$ cat config.mk
export PLATFORM = sky130hd
export DESIGN_NAME = error_message_enable_router
export DESIGN_NICKNAME = d
export VERILOG_FILES = /design/src/err_router_pkg.sv /design/src/error_message_enable_router.sv /design/src/sticky_flag.sv
export VERILOG_INCLUDE_DIRS = /design/src /design/src/src
export SDC_FILE = /design/constraint.sdc
export NUM_CORES = 1
export LEC_CHECK = 0
export BUFFER_PORTS_ARGS = -buffer_cell sky130_fd_sc_hd__buf_4
export CAP_MARGIN = 10
export CORE_MARGIN = 10
export CORE_UTILIZATION = 42
export DETAILED_ROUTE_END_ITERATION = 12
export GPL_TIMING_DRIVEN = 0
export PLACE_DENSITY = 0.67
export REMOVE_ABC_BUFFERS = 1
export SYNTH_ARGS = -nofsm -noshare
export SYNTH_HDL_FRONTEND = slang
export SYNTH_SLANG_ARGS = --single-unit
$ cat constraint.sdc
create_clock -name CLK_SYS -period 1.7 [get_ports CLK_SYS]
set_input_delay 0.425 -clock CLK_SYS [delete_from_list [all_inputs] [get_ports CLK_SYS]]
set_output_delay 0.425 -clock CLK_SYS [all_outputs]
set_load 0.005 [all_outputs]
$ cat src/err_router_defs.svh
// Register map, field positions, reset values and masks of the error message router.
// Notes on behaviour
// - SERR enable bit 8: processor access above 4 GB and memory top sends SERR.
// - SERR enable bit 6: target-abort completion of our own link cycle sends SERR.
// - SERR enable bit 5: unimplemented special cycle sends SERR; clear bit sends nothing.
// - SERR enable bit 4: AGP access outside the graphics aperture sends SERR.
// - SERR enable bit 3: outside-aperture AGP access to 640 KB-1 MB or above top sends SERR.
// - SERR enable bit 2: invalid translation entry on aperture access sends SERR.
// - SERR enable bit 1: multiple-bit ECC error sends SERR.
// - SERR enable bit 0: single-bit ECC error sends SERR.
// - SMI enable bit 1: multiple-bit ECC error sends SMI.
// - SMI enable bit 0: single-bit ECC error sends SMI.
// - One message per condition at most; software enables only one message kind.
// - Every SERR message also needs the global SERR enable of the command register.
// - SMI enable register is 16 bits, resets to zero, only bits 1:0 writable.
// - A message goes out only when enabled and its status flag becomes set.
// - SERR is signalled only as a hub-link message, never on a pin.
`ifndef ERR_ROUTER_DEFS_SVH
`define ERR_ROUTER_DEFS_SVH

`define ERT_ADDR_SERR_EN    8'hca
`define ERT_ADDR_SMI_EN     8'hcc
`define ERT_ADDR_STATUS     8'hd0
`define ERT_ADDR_IRQ_MASK   8'hd2
`define ERT_ADDR_PCI_COMMAND_REGISTER     8'hd4

`define ERT_SERR_EN_RESET   16'h0000
`define ERT_SMI_EN_RESET    16'h0000
`define ERT_IRQ_MASK_RESET  16'h0000
`define ERT_PCI_COMMAND_REGISTER_RESET    16'h0000

`define ERT_SERR_EN_WMASK   16'h017f
`define ERT_SMI_EN_WMASK    16'h0003
`define ERT_PCI_COMMAND_REGISTER_WMASK    16'h0100
`define ERT_COND_MASK       9'h17f

`define ERT_PCI_COMMAND_REGISTER_SERR_BIT 8
`define ERT_NUM_COND        9
`define ERT_NUM_ECC         2

`endif

$ cat src/err_router_pkg.sv
// Types shared by the error message router.
package err_router_pkg;

  typedef enum logic [1:0] {
    ST_IDLE = 2'b01,
    ST_SEND = 2'b10
  } msg_state_t;

  typedef enum logic {
    KIND_SERR = 1'b0,
    KIND_SMI  = 1'b1
  } msg_kind_t;

endpackage

$ cat src/error_message_enable_router.sv
// Error status flags, enable registers and hub-link message issue for error events.
`timescale 1ns/10ps
`include "err_router_defs.svh"
module error_message_enable_router (
  input  wire logic                  CLK_SYS,
  input  wire logic                  RESET_N,
  input  wire logic [7:0]            REG_ADDR,
  input  wire logic [15:0]           REG_WDATA,
  input  wire logic                  REG_WR,
  input  wire logic                  REG_RD,
  output logic [15:0]                REG_RDATA,
  input  wire logic [8:0]            ERR_EVENT,
  output logic                       MSG_REQ,
  output err_router_pkg::msg_kind_t  MSG_KIND,
  output logic [3:0]                 MSG_CODE,
  input  wire logic                  MSG_ACK,
  output logic                       IRQ
);
  import err_router_pkg::*;

  logic [15:0] serr_error_enable;
  logic [15:0] smi_error_enable;
  logic [15:0] irq_mask;
  logic [15:0] pci_command_register;
  logic [8:0]  error_status;
  logic [8:0]  pend_serr;
  logic [1:0]  pend_smi;
  msg_state_t  state;

  // Register decode.
  wire sel_serr   = (REG_ADDR == `ERT_ADDR_SERR_EN);
  wire sel_smi    = (REG_ADDR == `ERT_ADDR_SMI_EN);
  wire sel_status = (REG_ADDR == `ERT_ADDR_STATUS);
  wire sel_mask   = (REG_ADDR == `ERT_ADDR_IRQ_MASK);
  wire sel_pci_command_register = (REG_ADDR == `ERT_ADDR_PCI_COMMAND_REGISTER);
  wire wr_serr    = REG_WR & sel_serr;
  wire wr_smi     = REG_WR & sel_smi;
  wire wr_status  = REG_WR & sel_status;
  wire wr_mask    = REG_WR & sel_mask;
  wire wr_pci_command_register  = REG_WR & sel_pci_command_register;

  wire [15:0] status_word = {7'h00, error_status};
  wire [15:0] read_mux    = sel_serr   ? serr_error_enable    :
                            sel_smi    ? smi_error_enable     :
                            sel_status ? status_word          :
                            sel_mask   ? irq_mask             :
                            sel_pci_command_register ? pci_command_register : 16'h0000;

  always_ff @(posedge CLK_SYS or negedge RESET_N) begin
    if (!RESET_N) begin
      serr_error_enable <= `ERT_SERR_EN_RESET;
      smi_error_enable  <= `ERT_SMI_EN_RESET;
    end else begin
      if (wr_serr) serr_error_enable <= REG_WDATA & `ERT_SERR_EN_WMASK;
      if (wr_smi)  smi_error_enable  <= REG_WDATA & `ERT_SMI_EN_WMASK;
    end
  end

  always_ff @(posedge CLK_SYS or negedge RESET_N) begin
    if (!RESET_N) begin
      irq_mask             <= `ERT_IRQ_MASK_RESET;
      pci_command_register <= `ERT_PCI_COMMAND_REGISTER_RESET;
    end else begin
      if (wr_mask)   irq_mask             <= REG_WDATA & {7'h00, `ERT_COND_MASK};
      if (wr_pci_command_register) pci_command_register <= REG_WDATA & `ERT_PCI_COMMAND_REGISTER_WMASK;
    end
  end

  // Read data stand only in the cycle after the strobe; the slave never stalls.
  always_ff @(posedge CLK_SYS or negedge RESET_N) begin
    if (!RESET_N) begin
      REG_RDATA <= 16'h0000;
    end else begin
      REG_RDATA <= REG_RD ? read_mux : 16'h0000;
    end
  end

  // Error status flags, one per condition; bit 7 has no condition and stays zero.
  wire [8:0] flag_set = ERR_EVENT & `ERT_COND_MASK;
  wire [8:0] flag_clr = {9{wr_status}} & REG_WDATA[8:0];

  genvar k;
  generate
    for (k = 0; k < `ERT_NUM_COND; k++) begin : g_flag
      sticky_flag u_flag (
        .CLK_SYS (CLK_SYS),
        .RESET_N (RESET_N),
        .set     (flag_set[k]),
        .clr     (flag_clr[k]),
        .flag    (error_status[k])
      );
    end
  endgenerate

  wire [8:0] flag_rise = flag_set & ~error_status;

  wire       serr_global = pci_command_register[`ERT_PCI_COMMAND_REGISTER_SERR_BIT];
  wire [8:0] serr_qual   = serr_error_enable[8:0] & {9{serr_global}};
  wire [1:0] smi_qual    = smi_error_enable[1:0] & ~serr_qual[1:0];
  wire [8:0] set_serr    = flag_rise & serr_qual;
  wire [1:0] set_smi     = flag_rise[1:0] & smi_qual;

  // Lowest pending SERR condition first, then SMI; a fixed order keeps it simple
  // at the cost of fairness, which matters little for rare error traffic.
  logic       pick_found;
  msg_kind_t  pick_kind;
  logic [3:0] pick_code;
  always_comb begin
    pick_found = 1'b0;
    pick_kind  = KIND_SERR;
    pick_code  = 4'h0;
    for (int i = `ERT_NUM_ECC - 1; i >= 0; i--) begin
      if (pend_smi[i]) begin
        pick_found = 1'b1;
        pick_kind  = KIND_SMI;
        pick_code  = 4'(i);
      end
    end
    for (int i = `ERT_NUM_COND - 1; i >= 0; i--) begin
      if (pend_serr[i]) begin
        pick_found = 1'b1;
        pick_kind  = KIND_SERR;
        pick_code  = 4'(i);
      end
    end
  end

  wire       take      = (state == ST_IDLE) & pick_found;
  wire [8:0] pick_hot  = 9'h001 << pick_code;
  wire [8:0] clr_serr  = (take & (pick_kind == KIND_SERR)) ? pick_hot : 9'h000;
  wire [1:0] clr_smi   = (take & (pick_kind == KIND_SMI)) ? pick_hot[1:0] : 2'h0;
  wire       done      = (state == ST_SEND) & MSG_ACK;

  always_ff @(posedge CLK_SYS or negedge RESET_N) begin
    if (!RESET_N) begin
      pend_serr <= 9'h000;
      pend_smi  <= 2'h0;
    end else begin
      pend_serr <= (pend_serr & ~clr_serr) | set_serr;
      pend_smi  <= (pend_smi & ~clr_smi) | set_smi;
    end
  end

  always_ff @(posedge CLK_SYS or negedge RESET_N) begin
    if (!RESET_N) begin
      state <= ST_IDLE;
    end else begin
      case (state)
        ST_IDLE: state <= pick_found ? ST_SEND : ST_IDLE;
        ST_SEND: state <= MSG_ACK ? ST_IDLE : ST_SEND;
        default: state <= ST_IDLE;
      endcase
    end
  end

  always_ff @(posedge CLK_SYS or negedge RESET_N) begin
    if (!RESET_N) begin
      MSG_REQ  <= 1'b0;
      MSG_KIND <= KIND_SERR;
      MSG_CODE <= 4'h0;
    end else begin
      if (take) begin
        MSG_REQ  <= 1'b1;
        MSG_KIND <= pick_kind;
        MSG_CODE <= pick_code;
      end else if (done) begin
        MSG_REQ  <= 1'b0;
      end
    end
  end

  // Interrupt is a plain level; it falls as soon as software clears the flag.
  assign IRQ = |(status_word & irq_mask);

  // Checks.
  property p_serr_capture;
    @(posedge CLK_SYS) disable iff (!RESET_N)
      (|set_serr) |=> ((pend_serr & $past(set_serr)) == $past(set_serr));
  endproperty
  a_serr_capture: assert property (p_serr_capture)
    else $error("Enabled SERR condition did not queue a message.");

  property p_serr_blocked;
    @(posedge CLK_SYS) disable iff (!RESET_N)
      (|(flag_rise & ~serr_qual & ~pend_serr & ~clr_serr)) |=>
        ((pend_serr & $past(flag_rise & ~serr_qual & ~pend_serr)) == 9'h000);
  endproperty
  a_serr_blocked: assert property (p_serr_blocked)
    else $error("SERR message queued for a disabled condition.");

  property p_smi_capture;
    @(posedge CLK_SYS) disable iff (!RESET_N)
      (|set_smi) |=> ((pend_smi & $past(set_smi)) == $past(set_smi));
  endproperty
  a_smi_capture: assert property (p_smi_capture)
    else $error("Enabled SMI condition did not queue a message.");

  property p_one_kind;
    @(posedge CLK_SYS) disable iff (!RESET_N)
      (pend_smi & pend_serr[1:0]) == 2'h0;
  endproperty
  a_one_kind: assert property (p_one_kind)
    else $error("Both SERR and SMI queued for one ECC condition.");

  property p_req_hold;
    @(posedge CLK_SYS) disable iff (!RESET_N)
      (MSG_REQ && !MSG_ACK) |=> (MSG_REQ && $stable(MSG_CODE) && $stable(MSG_KIND));
  endproperty
  a_req_hold: assert property (p_req_hold)
    else $error("Message request dropped or changed before acknowledge.");

  property p_req_drop;
    @(posedge CLK_SYS) disable iff (!RESET_N)
      (MSG_REQ && MSG_ACK) |=> !MSG_REQ;
  endproperty
  a_req_drop: assert property (p_req_drop)
    else $error("Message request not withdrawn after acknowledge.");

  property p_no_repeat;
    @(posedge CLK_SYS) disable iff (!RESET_N)
      (error_status[0] && $past(error_status[0])) |-> !set_serr[0] && !set_smi[0];
  endproperty
  a_no_repeat: assert property (p_no_repeat)
    else $error("Message raised for a flag that was already set.");

  property p_smi_reserved;
    @(posedge CLK_SYS) disable iff (!RESET_N)
      wr_smi |=> (smi_error_enable == ($past(REG_WDATA) & `ERT_SMI_EN_WMASK));
  endproperty
  a_smi_reserved: assert property (p_smi_reserved)
    else $error("Reserved SMI enable bits became set.");

  property p_issue_latency;
    @(posedge CLK_SYS) disable iff (!RESET_N)
      ((state == ST_IDLE) && pick_found) |=> MSG_REQ ##0 (state == ST_SEND);
  endproperty
  a_issue_latency: assert property (p_issue_latency)
    else $error("Pending message not issued one cycle after idle.");

  property p_serr_reserved;
    @(posedge CLK_SYS) disable iff (!RESET_N)
      wr_serr |=> (serr_error_enable == ($past(REG_WDATA) & `ERT_SERR_EN_WMASK));
  endproperty
  a_serr_reserved: assert property (p_serr_reserved)
    else $error("SERR enable register holds a value other than the masked write.");

  property p_smi_read_zero;
    @(posedge CLK_SYS) disable iff (!RESET_N)
      (REG_RD && sel_smi) |=> (REG_RDATA[15:2] == 14'h0000);
  endproperty
  a_smi_read_zero: assert property (p_smi_read_zero)
    else $error("Reserved SMI enable bits read back as nonzero.");

  property p_global_gate;
    @(posedge CLK_SYS) disable iff (!RESET_N)
      !pci_command_register[`ERT_PCI_COMMAND_REGISTER_SERR_BIT] |=>
        ((pend_serr & ~$past(pend_serr)) == 9'h000);
  endproperty
  a_global_gate: assert property (p_global_gate)
    else $error("SERR message queued while the global SERR enable was clear.");

  property p_smi_off;
    @(posedge CLK_SYS) disable iff (!RESET_N)
      (smi_error_enable[1:0] == 2'b00) |=> ((pend_smi & ~$past(pend_smi)) == 2'h0);
  endproperty
  a_smi_off: assert property (p_smi_off)
    else $error("SMI message queued with both SMI enables clear.");

  property p_serr_enable_needed;
    @(posedge CLK_SYS) disable iff (!RESET_N)
      ((pend_serr & ~$past(pend_serr)) & ~$past(serr_error_enable[8:0])) == 9'h000;
  endproperty
  a_serr_enable_needed: assert property (p_serr_enable_needed)
    else $error("SERR message queued for a condition whose enable was clear.");

  property p_smi_code;
    @(posedge CLK_SYS) disable iff (!RESET_N)
      (MSG_REQ && (MSG_KIND == KIND_SMI)) |-> (MSG_CODE <= 4'h1);
  endproperty
  a_smi_code: assert property (p_smi_code)
    else $error("SMI message carries a condition other than an ECC error.");

  property p_code_valid;
    @(posedge CLK_SYS) disable iff (!RESET_N)
      MSG_REQ |-> ((MSG_CODE <= 4'h8) && (MSG_CODE != 4'h7));
  endproperty
  a_code_valid: assert property (p_code_valid)
    else $error("Message carries an unknown condition code.");

  property p_req_in_send;
    @(posedge CLK_SYS) disable iff (!RESET_N)
      MSG_REQ |-> (state == ST_SEND);
  endproperty
  a_req_in_send: assert property (p_req_in_send)
    else $error("Message request shown outside the send state.");

endmodule

$ cat src/sticky_flag.sv
// One sticky status flag: hardware sets it, software clears it by writing a one.
`timescale 1ns/10ps
module sticky_flag (
  input  wire logic CLK_SYS,
  input  wire logic RESET_N,
  input  wire logic set,
  input  wire logic clr,
  output logic      flag
);

  // A set arriving with a clear keeps the flag, so no event is lost.
  always_ff @(posedge CLK_SYS or negedge RESET_N) begin
    if (!RESET_N) begin
      flag <= 1'b0;
    end else begin
      flag <= set | (flag & ~clr);
    end
  end

endmodule

# == Word-level counts from Yosys, hierarchy flattened ==
# Cells that the tools add are included.
# word_totals
reg_bits,56
latchBits,0
ramBits,0
romBits,0
input_bits,38
out_inout_bits,23
elab_cells,125
mem_count,0
# classes
add_sub_neg,0
mul,0
div,0
n_lt_le_gt_ge,0
eq_ne,7
n_shift,1
n_mux,44
n_bitwise,51
reduce_logical,2
# ops
op,count
$mux W9,7
$and A9 B9 Y9,6
$eq A8 B8 Y1 const B,5
$mux W4,9
$mux W1,24
$and A1 B1 Y1,18
$not A9 Y9,2
$reduce_or A16 Y1,1
$not A1 Y1,10
$or A9 B9 Y9,1
$shl A1 B4 Y9 const A,1
$or A1 B1 Y1,8
$and A2 B2 Y2,3
$mux W2,3
$not A2 Y2,2
$pmux W2 S2,1
$eq A2 B1 Y1 const B,1
$eq A2 B2 Y1 const B,1
$or A2 B2 Y2,1
$reduce_bool A2 Y1,1

# == Longest topological paths before layout ==
# Gate-level depths: netlist of the first run.
# depth
ltp_word,17
ltp_mapped,6
ltp_nobuf,6

# == Hierarchy ==
# From an unflattened synthesis of the first run, not the netlist that was laid out.
# unflattened
cells_unflattened,248
hier_area_um2,2723.9
# by_module_without_submodules
mod,instances,cells_per_inst,area_per_inst_um2,seq_area_each_um2
error_message_enable_router,1,221,2397.3,1177.4
sticky_flag,9,3,36.3,25.0

# == Least setup slack after synthesis of the first run ==
# OpenSTA, ideal clock, no wires.
# synth_timing
path_type,input -> register
startpoint,in REG_ADDR[5]
endpoint,reg smi_error_enable[0]
setup_ns,0.125
arrival_ns,1.744
required_time_ns,1.575
path_slack_ns,-0.169
stages,4
n_path_buf,0
path_cell_list,nand3b_2 -> or4b_1 -> nor2_1 -> mux2_2
# synth_via
elab_chain_cells,2
# synth_lines
element,line,source
from (decl),error_message_enable_router.sv:7,"input wire logic [7:0] REG_ADDR,"
$eq A8 B8 Y1 (no line),--,
$and A1 B1 Y1,error_message_enable_router.sv:37,wire wr_smi = REG_WR & sel_smi;
to (signal assigned),error_message_enable_router.sv:52,smi_error_enable <= `ERT_SMI_EN_RESET;
to (signal assigned),error_message_enable_router.sv:55,if (wr_smi) smi_error_enable <= REG_WDATA & `ERT_SMI_EN_WMASK;
to (decl),error_message_enable_router.sv:22,logic [15:0] smi_error_enable;
# No other way between the ends.
# A chain may end at the register's enable or synchronous reset.

# == Worst setup path in the final report of the first run ==
# layout_timing
startpoint,reg pend_serr[4]
endpoint,reg pend_smi[0]
# layout_via
elab_chain_cells,11
elab_cells_between_ends,22
cone_classes,shift: 1; mux: 16; bitwise: 5
# layout_lines
element,line,source
from (decl),error_message_enable_router.sv:26,logic [8:0] pend_serr;
from (signal assigned),error_message_enable_router.sv:139,pend_serr <= (pend_serr & ~clr_serr) | set_serr;
$mux W1 (5 in series),error_message_enable_router.sv:120,if (pend_serr[i]) begin
$and A1 B1 Y1,error_message_enable_router.sv:128,wire take = (state == ST_IDLE) & pick_found;
$and A1 B1 Y1,error_message_enable_router.sv:131,wire [1:0] clr_smi = (take & (pick_kind == KIND_SMI)) ? pick_hot[1:0] : 2'h0;
$mux W2 (*),error_message_enable_router.sv:131,
$not A2 Y2 (*),error_message_enable_router.sv:140,pend_smi <= (pend_smi & ~clr_smi) | set_smi;
$and A2 B2 Y2 (*),error_message_enable_router.sv:140,
$or A2 B2 Y2 (*),error_message_enable_router.sv:140,
to (signal assigned),error_message_enable_router.sv:140,
to (decl),error_message_enable_router.sv:27,logic [1:0] pend_smi;
# Every way passes the cells marked *; elsewhere a longest branch is shown, timed or not.

==> flow_summary.toml, run 1 <==
[status]
status = "finished, violations left"
violations = "setup timing"

[routing]
wl_per_cell_um = 17.77
drt_iter0_drc = 103
met3_length_um = 490
vias = 2042
ant_nets = 0
route.met2.wl_um = 3242
dr.pass1.iters = 4
drc = 0
wl_um = 6662
via_per_inst = 5.445
m1WireLength_um = 2860
topRoutingLayerUsed = "met4"

[layout]
fin_util = 0.5323
final_cells = 375
antenna_cells = 0
drive_gt1_frac = 0.3725
nets = 337
design_area_mm2 = 0.003361
area_growth_pct = 23.66

[synthesis]
synth.top_cell.area_share = 0.5064
syn_area_mm2 = 0.002718
ys_dominant_reg_cell = "dfrtp_1"
ys_warn_count = 0
synth_most_common_cell = "dfrtp_1"
yosys_register_bits = 56
syn_inst = 239
ys_types = 51
synth_area_per_cell_um2 = 11.37
synth_commonest_cells = "dfrtp_1 (55), mux2_2 (24), nand2_1 (20)"
synth_edf_count = 0
yosysTopAreaCell = "dfrtp_1"
synthArstFlopShare = 1.000
synth_area_leaders = "dfrtp_1 (51%), mux2_2 (9.9%), a22oi_1 (2.8%)"
synth_seq_area_share = 0.5161

[clocking]
clock-root-buffer = "clkbuf_8"
cts_tree = "done"
cts_max_level = 2
clk_latency_ns = 0.30
hold_buffers = 0
cts_buffer_depth = 2
cts_buffers = 5
cts.sinks = 56
path_clk_slew_ns = 0.09

[power]
power.leakage_nw = 1.591
vdd_ir_drop_max_mv = 0.5164
total_power_mw = 2.956
p_per_area_mw_per_mm2 = 879.5

[timing]
max_slew.worst_pin.slew_ns = 0.7617
setup_tns_ns = -0.2863
skew_ns = 0.01440
fin_ws_ns = -0.08967
max_freq_ghz = 0.5588
rsz0062_at_grt = "yes"
fin_crit_sh = 1.053
hold_violations = 0
relSlewSlack = 0.4880
holdWs_ns = 0.1585
min_period_ns = 1.790
setup_viol = 7
slew_viol_final = 0

[worst_setup_path]
r2r_cells = 3
crit_chain = "or4_4 -> or3_4 -> o32a_1"
path_delay_family = "simple AND/OR/NAND/NOR gates"
cp.required_ns = 1.89
r2r_start = "pend_serr[4]"
cp-end-kind = "register"
crit_fanout = 5
critical_path_class = "reg -> reg"
rrSetupSlack_ns = -0.09
setup.worst_path.start_class = "register"
slowest_delay_ns = 0.58
crit_buf_inv = 0
crit_cells = 3
slowest_stage = "or4_4"
endpoint = "pend_smi[0]"
r2r-end = "pend_smi[0]"
startpoint = "pend_serr[4]"
cp.arrival_ns = 1.98

[global_routing]
grt_pass1_wl_um = 10820
grt_max_degree = 57
overflow = 0
grt_pass1_vias = 2198
track_usage = 0.1312
antenna_found_initial = 0

[die]
die_h_um = 100.4
core_mm2 = 0.006314
die_width_um = 100.4
dieArea_mm2 = 0.01009
start_util = 0.4304
ios = 61
rows = 29

[placed_design]
placed_cell_area_mm2 = 0.003114
place_ws_ns = -0.5256
routabilityCongestion = 0.8386
dp_hpwl_um = 4889
dp.cells = 356
port-buffer-count = 45

[job]
cap_violations = 0

[worst_hold_path]
hold_class = "in -> async"
==> sequential cells by signal, indices dropped and copies added, names as in the netlist <==
signal / cells
pend_smi: 2
smi_error_enable: 2
g_flag.u_flag.flag: 9
MSG_CODE: 4
MSG_REQ: 1
irq_mask: 8
pend_serr: 9
serr_error_enable: 8
MSG_KIND: 1
REG_RDATA: 9
state: 2
pci_command_register: 1
==> cells by family after synthesis <==
| kind of cell | after synthesis | synth area share |
|---|---|---|
| buf+inv | 22 | 0.04098 |
| simple gates | 80 | 0.1796 |
| flops | 56 | 0.5161 |
| mux | 27 | 0.1105 |
| compound gates | 51 | 0.1423 |
| fa+ha+maj | 2 | 0.009207 |
| other cells | 1 | 0.001380 |
==> routing by layer <==
layer  track usage  vias to the layer above
met2        0.2186                       63
met3       0.04258                        9
met5             0                        -
met4       0.02935                        0
met1        0.1610                      990
li1              -                      980
==> how the worst min path moves through the flow <==
stage,from,to,slack [ns]
global route,RESET_N,MSG_REQ,0.21
finish,RESET_N,state[1],0.16
CTS,RESET_N,state[1],0.19
global placement,MSG_REQ,MSG_REQ,0.46
floorplan,RESET_N,MSG_CODE[0],0.13
detailed placement,MSG_REQ,MSG_REQ,0.46
==> area by class of cell <==
type	instances	area (µm²)
inverter	10	37.54
fill	576	2953
multi-input combinational	167	1311
clock inverter	1	5.005
tap	77	96.34
sequential	56	1403
timing repair buffer	57	431.7
clock buffer	7	76.32
==> layout by cell type (no fill, tap or decap), types with 2 or more instances in the layout <==
master,count
a22o_1,2
mux2i_1,3
mux2_2,23
conb_1,7
a211oi_1,2
buf_4,56
a21oi_1,5
clkbuf_1,2
clkbuf_8,5
a21o_1,6
nand2b_1,5
a31oi_1,5
o22a_1,3
a22oi_1,9
or2_2,3
dfrtp_1,55
nor2_1,9
nor3_1,3
nand4b_1,3
nand4_1,3
nand2_1,20
o21ai_0,4
o221a_2,2
or3_1,3
or4_4,2
nor2b_1,12
inv_1,10
and4b_1,3
==> worst reg2reg max path, stage by stage (launching register included) <==
cell,delay (ns)
dfrtp_1,0.42
or4_4,0.58
or3_4,0.40
o32a_1,0.29
==> power by group <==
| group | switching (mW) | internal (mW) |
|---|---|---|
| sequential | 0.0693 | 1.43 |
| combinational | 0.375 | 0.375 |
| clock | 0.415 | 0.291 |
==> repair_timing <==
| action | CTS | global route |
|---|---|---|
| gates resized for setup | 14 | 3 |
| setup endpoints to repair | 34 | 12 |
| pin swaps | 4 | 6 |
| setup buffers | 4 | 7 |
Note: power is estimated with default switching activity, not from simulation.
==> run 2, diff against run 1 <==
--- a/config.mk
+++ b/config.mk
@@ -9,10 +9,10 @@
 export BUFFER_PORTS_ARGS = -buffer_cell sky130_fd_sc_hd__buf_4
 export CAP_MARGIN = 10
 export CORE_MARGIN = 10
-export CORE_UTILIZATION = 42
+export CORE_UTILIZATION = 48
 export DETAILED_ROUTE_END_ITERATION = 12
 export GPL_TIMING_DRIVEN = 0
-export PLACE_DENSITY = 0.67
+export PLACE_DENSITY = 0.75
 export REMOVE_ABC_BUFFERS = 1
 export SYNTH_ARGS = -nofsm -noshare
 export SYNTH_HDL_FRONTEND = slang
==> run 2 against run 1 <==
Compared with the run above: the flow still finishes with violations (setup timing); routed wire length rose by 0.24%; fmax fell by 0.20%; sequential power barely moved; critical path depth did not move; clock skew fell by 0.0011 ns; cell count fell by 1.6%; clock power rose by 7.2%; sequential cell count did not move.
==> flow_summary.toml, run 2 (synthesis gave the netlist of run 1 again) <==
[timing]
rsz0062_at_grt = "yes"
max_freq_ghz = 0.5577
max_slew.worst_pin.slew_ns = 0.7280
min_period_ns = 1.793
fin_ws_ns = -0.09321
setup_viol = 3
setup_tns_ns = -0.1723
hold_violations = 0
slew_viol_final = 0
relSlewSlack = 0.5106
skew_ns = 0.01334
fin_crit_sh = 1.055

[power]
vdd_ir_drop_max_mv = 0.5074
power.leakage_nw = 1.597
p_per_area_mw_per_mm2 = 899.9

[clocking]
cts_buffers = 5
clk_latency_ns = 0.32
cts.sinks = 56
clock-root-buffer = "clkbuf_8"
cts_buffer_depth = 2
path_clk_slew_ns = 0.11
cts_max_level = 2
cts_tree = "done"

[global_routing]
antenna_found_initial = 0
gr-usage-met3 = 0.04163
busiest_layer = "met2"
track_usage = 0.1467
grt_max_degree = 57
grt_pass1_vias = 2152
met1_usage = 0.1710
grt_pass1_wl_um = 10480
overflow = 0
grt_use_met2 = 0.2551

[routing]
drc = 0
wl_per_cell_um = 18.10
via_per_inst = 5.629
drt_iter0_drc = 171
ant_nets = 0
dr.pass1.iters = 4
vias = 2077
wl_um = 6678

[layout]
nets = 336
final_cell_mix = "dfrtp_1 (55), buf_4 (54), mux2_2 (23)"
area_growth_pct = 23.99
reg_top3 = "REG_RDATA: 9 flops, g_flag.u_flag.flag: 9 flops, pend_serr: 9 flops"
design_area_mm2 = 0.003369
final_common_cell = "dfrtp_1"
antenna_cells = 0
drive_gt1_frac = 0.3872

[worst_setup_path]
slowest_delay_ns = 0.60
slowest_stage = "or4_4"
cp.required_ns = 1.92
cp-end-kind = "register"
critical_path_class = "reg -> reg"
setup.worst_path.start_class = "register"
cp.arrival_ns = 2.01
crit_chain = "or4_4 -> or3_4 -> o32a_1"
crit_fanout = 6

[die]
ios = 61
core_mm2 = 0.005507
dieArea_mm2 = 0.009072
die_width_um = 95.25
rows = 27
die_h_um = 95.25
start_util = 0.4935

[placed_design]
placed_cell_area_mm2 = 0.003108
dp_hpwl_um = 4702
port-buffer-count = 45
routabilityCongestion = 0.8764

[status]
violations = "setup timing"
status = "finished, violations left"

[job]
cap_violations = 0

[worst_hold_path]
hold_class = "in -> async"
## run 2: changes by cell type in the layout (fill, tap and decap cells not counted)
cell and delta:
buf_6 +1, o21ai_0 -1, inv_6 +1, nand2_1 -2
buf_4 -2, clkbuf_1 -2, o21ai_2 +1, nand2_2 +2
clkinv_4 +1
## run 2: cell type report
type / count / area, µm²
inverter: 10 / 37.54
fill: 448 / 2137
multi-input combinational: 167 / 1320
clock inverter: 3 / 22.52
sequential: 56 / 1403
clock buffer: 5 / 68.82
timing repair buffer: 56 / 427.9
tap: 72 / 90.09
## run 2: repair_timing
| action | CTS | global route |
|---|---|---|
| pin swaps | 2 | 11 |
| endpoints found under the setup margin | 29 | 30 |
| hold buffers | 0 | 0 |
| endpoints found under the hold margin | 0 | 0 |
| resized for setup | 13 | 9 |
| setup buffers | 6 | 4 |
## run 2: final timing paths
path / from / endpoint / slack (ns) / depth (start not counted)
setup / recovery: pend_serr[4] / pend_smi[0] / -0.09 / 3
hold / removal: RESET_N / state[1] / 0.14 / 1
setup reg to reg: pend_serr[4] / pend_smi[0] / -0.09 / 3
hold reg to reg: MSG_REQ / MSG_REQ / 0.50 / 2
max in group asynchronous: RESET_N / REG_RDATA[4] / 1.10 / 1
min in group CLK_SYS: REG_WDATA[7] / g_flag[7].u_flag.flag / 0.28 / 2
## run 2: worst max-delay path, delay by kind of cell, from the launching register on
kind | cells | cell delay [ns]
simple gates | 2 | 1.00
flops | 1 | 0.41
compound gates | 1 | 0.29
## run 2: metrics by stage
| step | util | total power [mW] | cells | worst slack (ns) | hold WS, ns |
|---|---|---|---|---|---|
| CTS | 0.6010 | 3.004 | 365 | -0.1016 | 0.1716 |
| floorplan | - | 1.893 | 233 | -0.3243 | 0.1294 |
| detailed placement | 0.5644 | 2.172 | 351 | -0.4865 | 0.4637 |
| global route | 0.6119 | 3.174 | 369 | -0.1288 | 0.1851 |
| global placement | 0.5619 | 2.159 | 350 | -1.316 | 0.4608 |
| finish | 0.6119 | 3.032 | 369 | -0.09321 | 0.1421 |
## run 2: metal layers
metal  share of wire  up-vias
li1                -      981
met1            0.42     1021
met2            0.50       63
met3           0.057       12
met4           0.017        0
met5               0        -
## run 2: report_power, final
| part | leakage, nW | switching, mW | internal (mW) |
|---|---|---|---|
| combinational | 0.823 | 0.388 | 0.381 |
| clock | 0.0485 | 0.461 | 0.297 |
| sequential | 0.726 | 0.0755 | 1.43 |
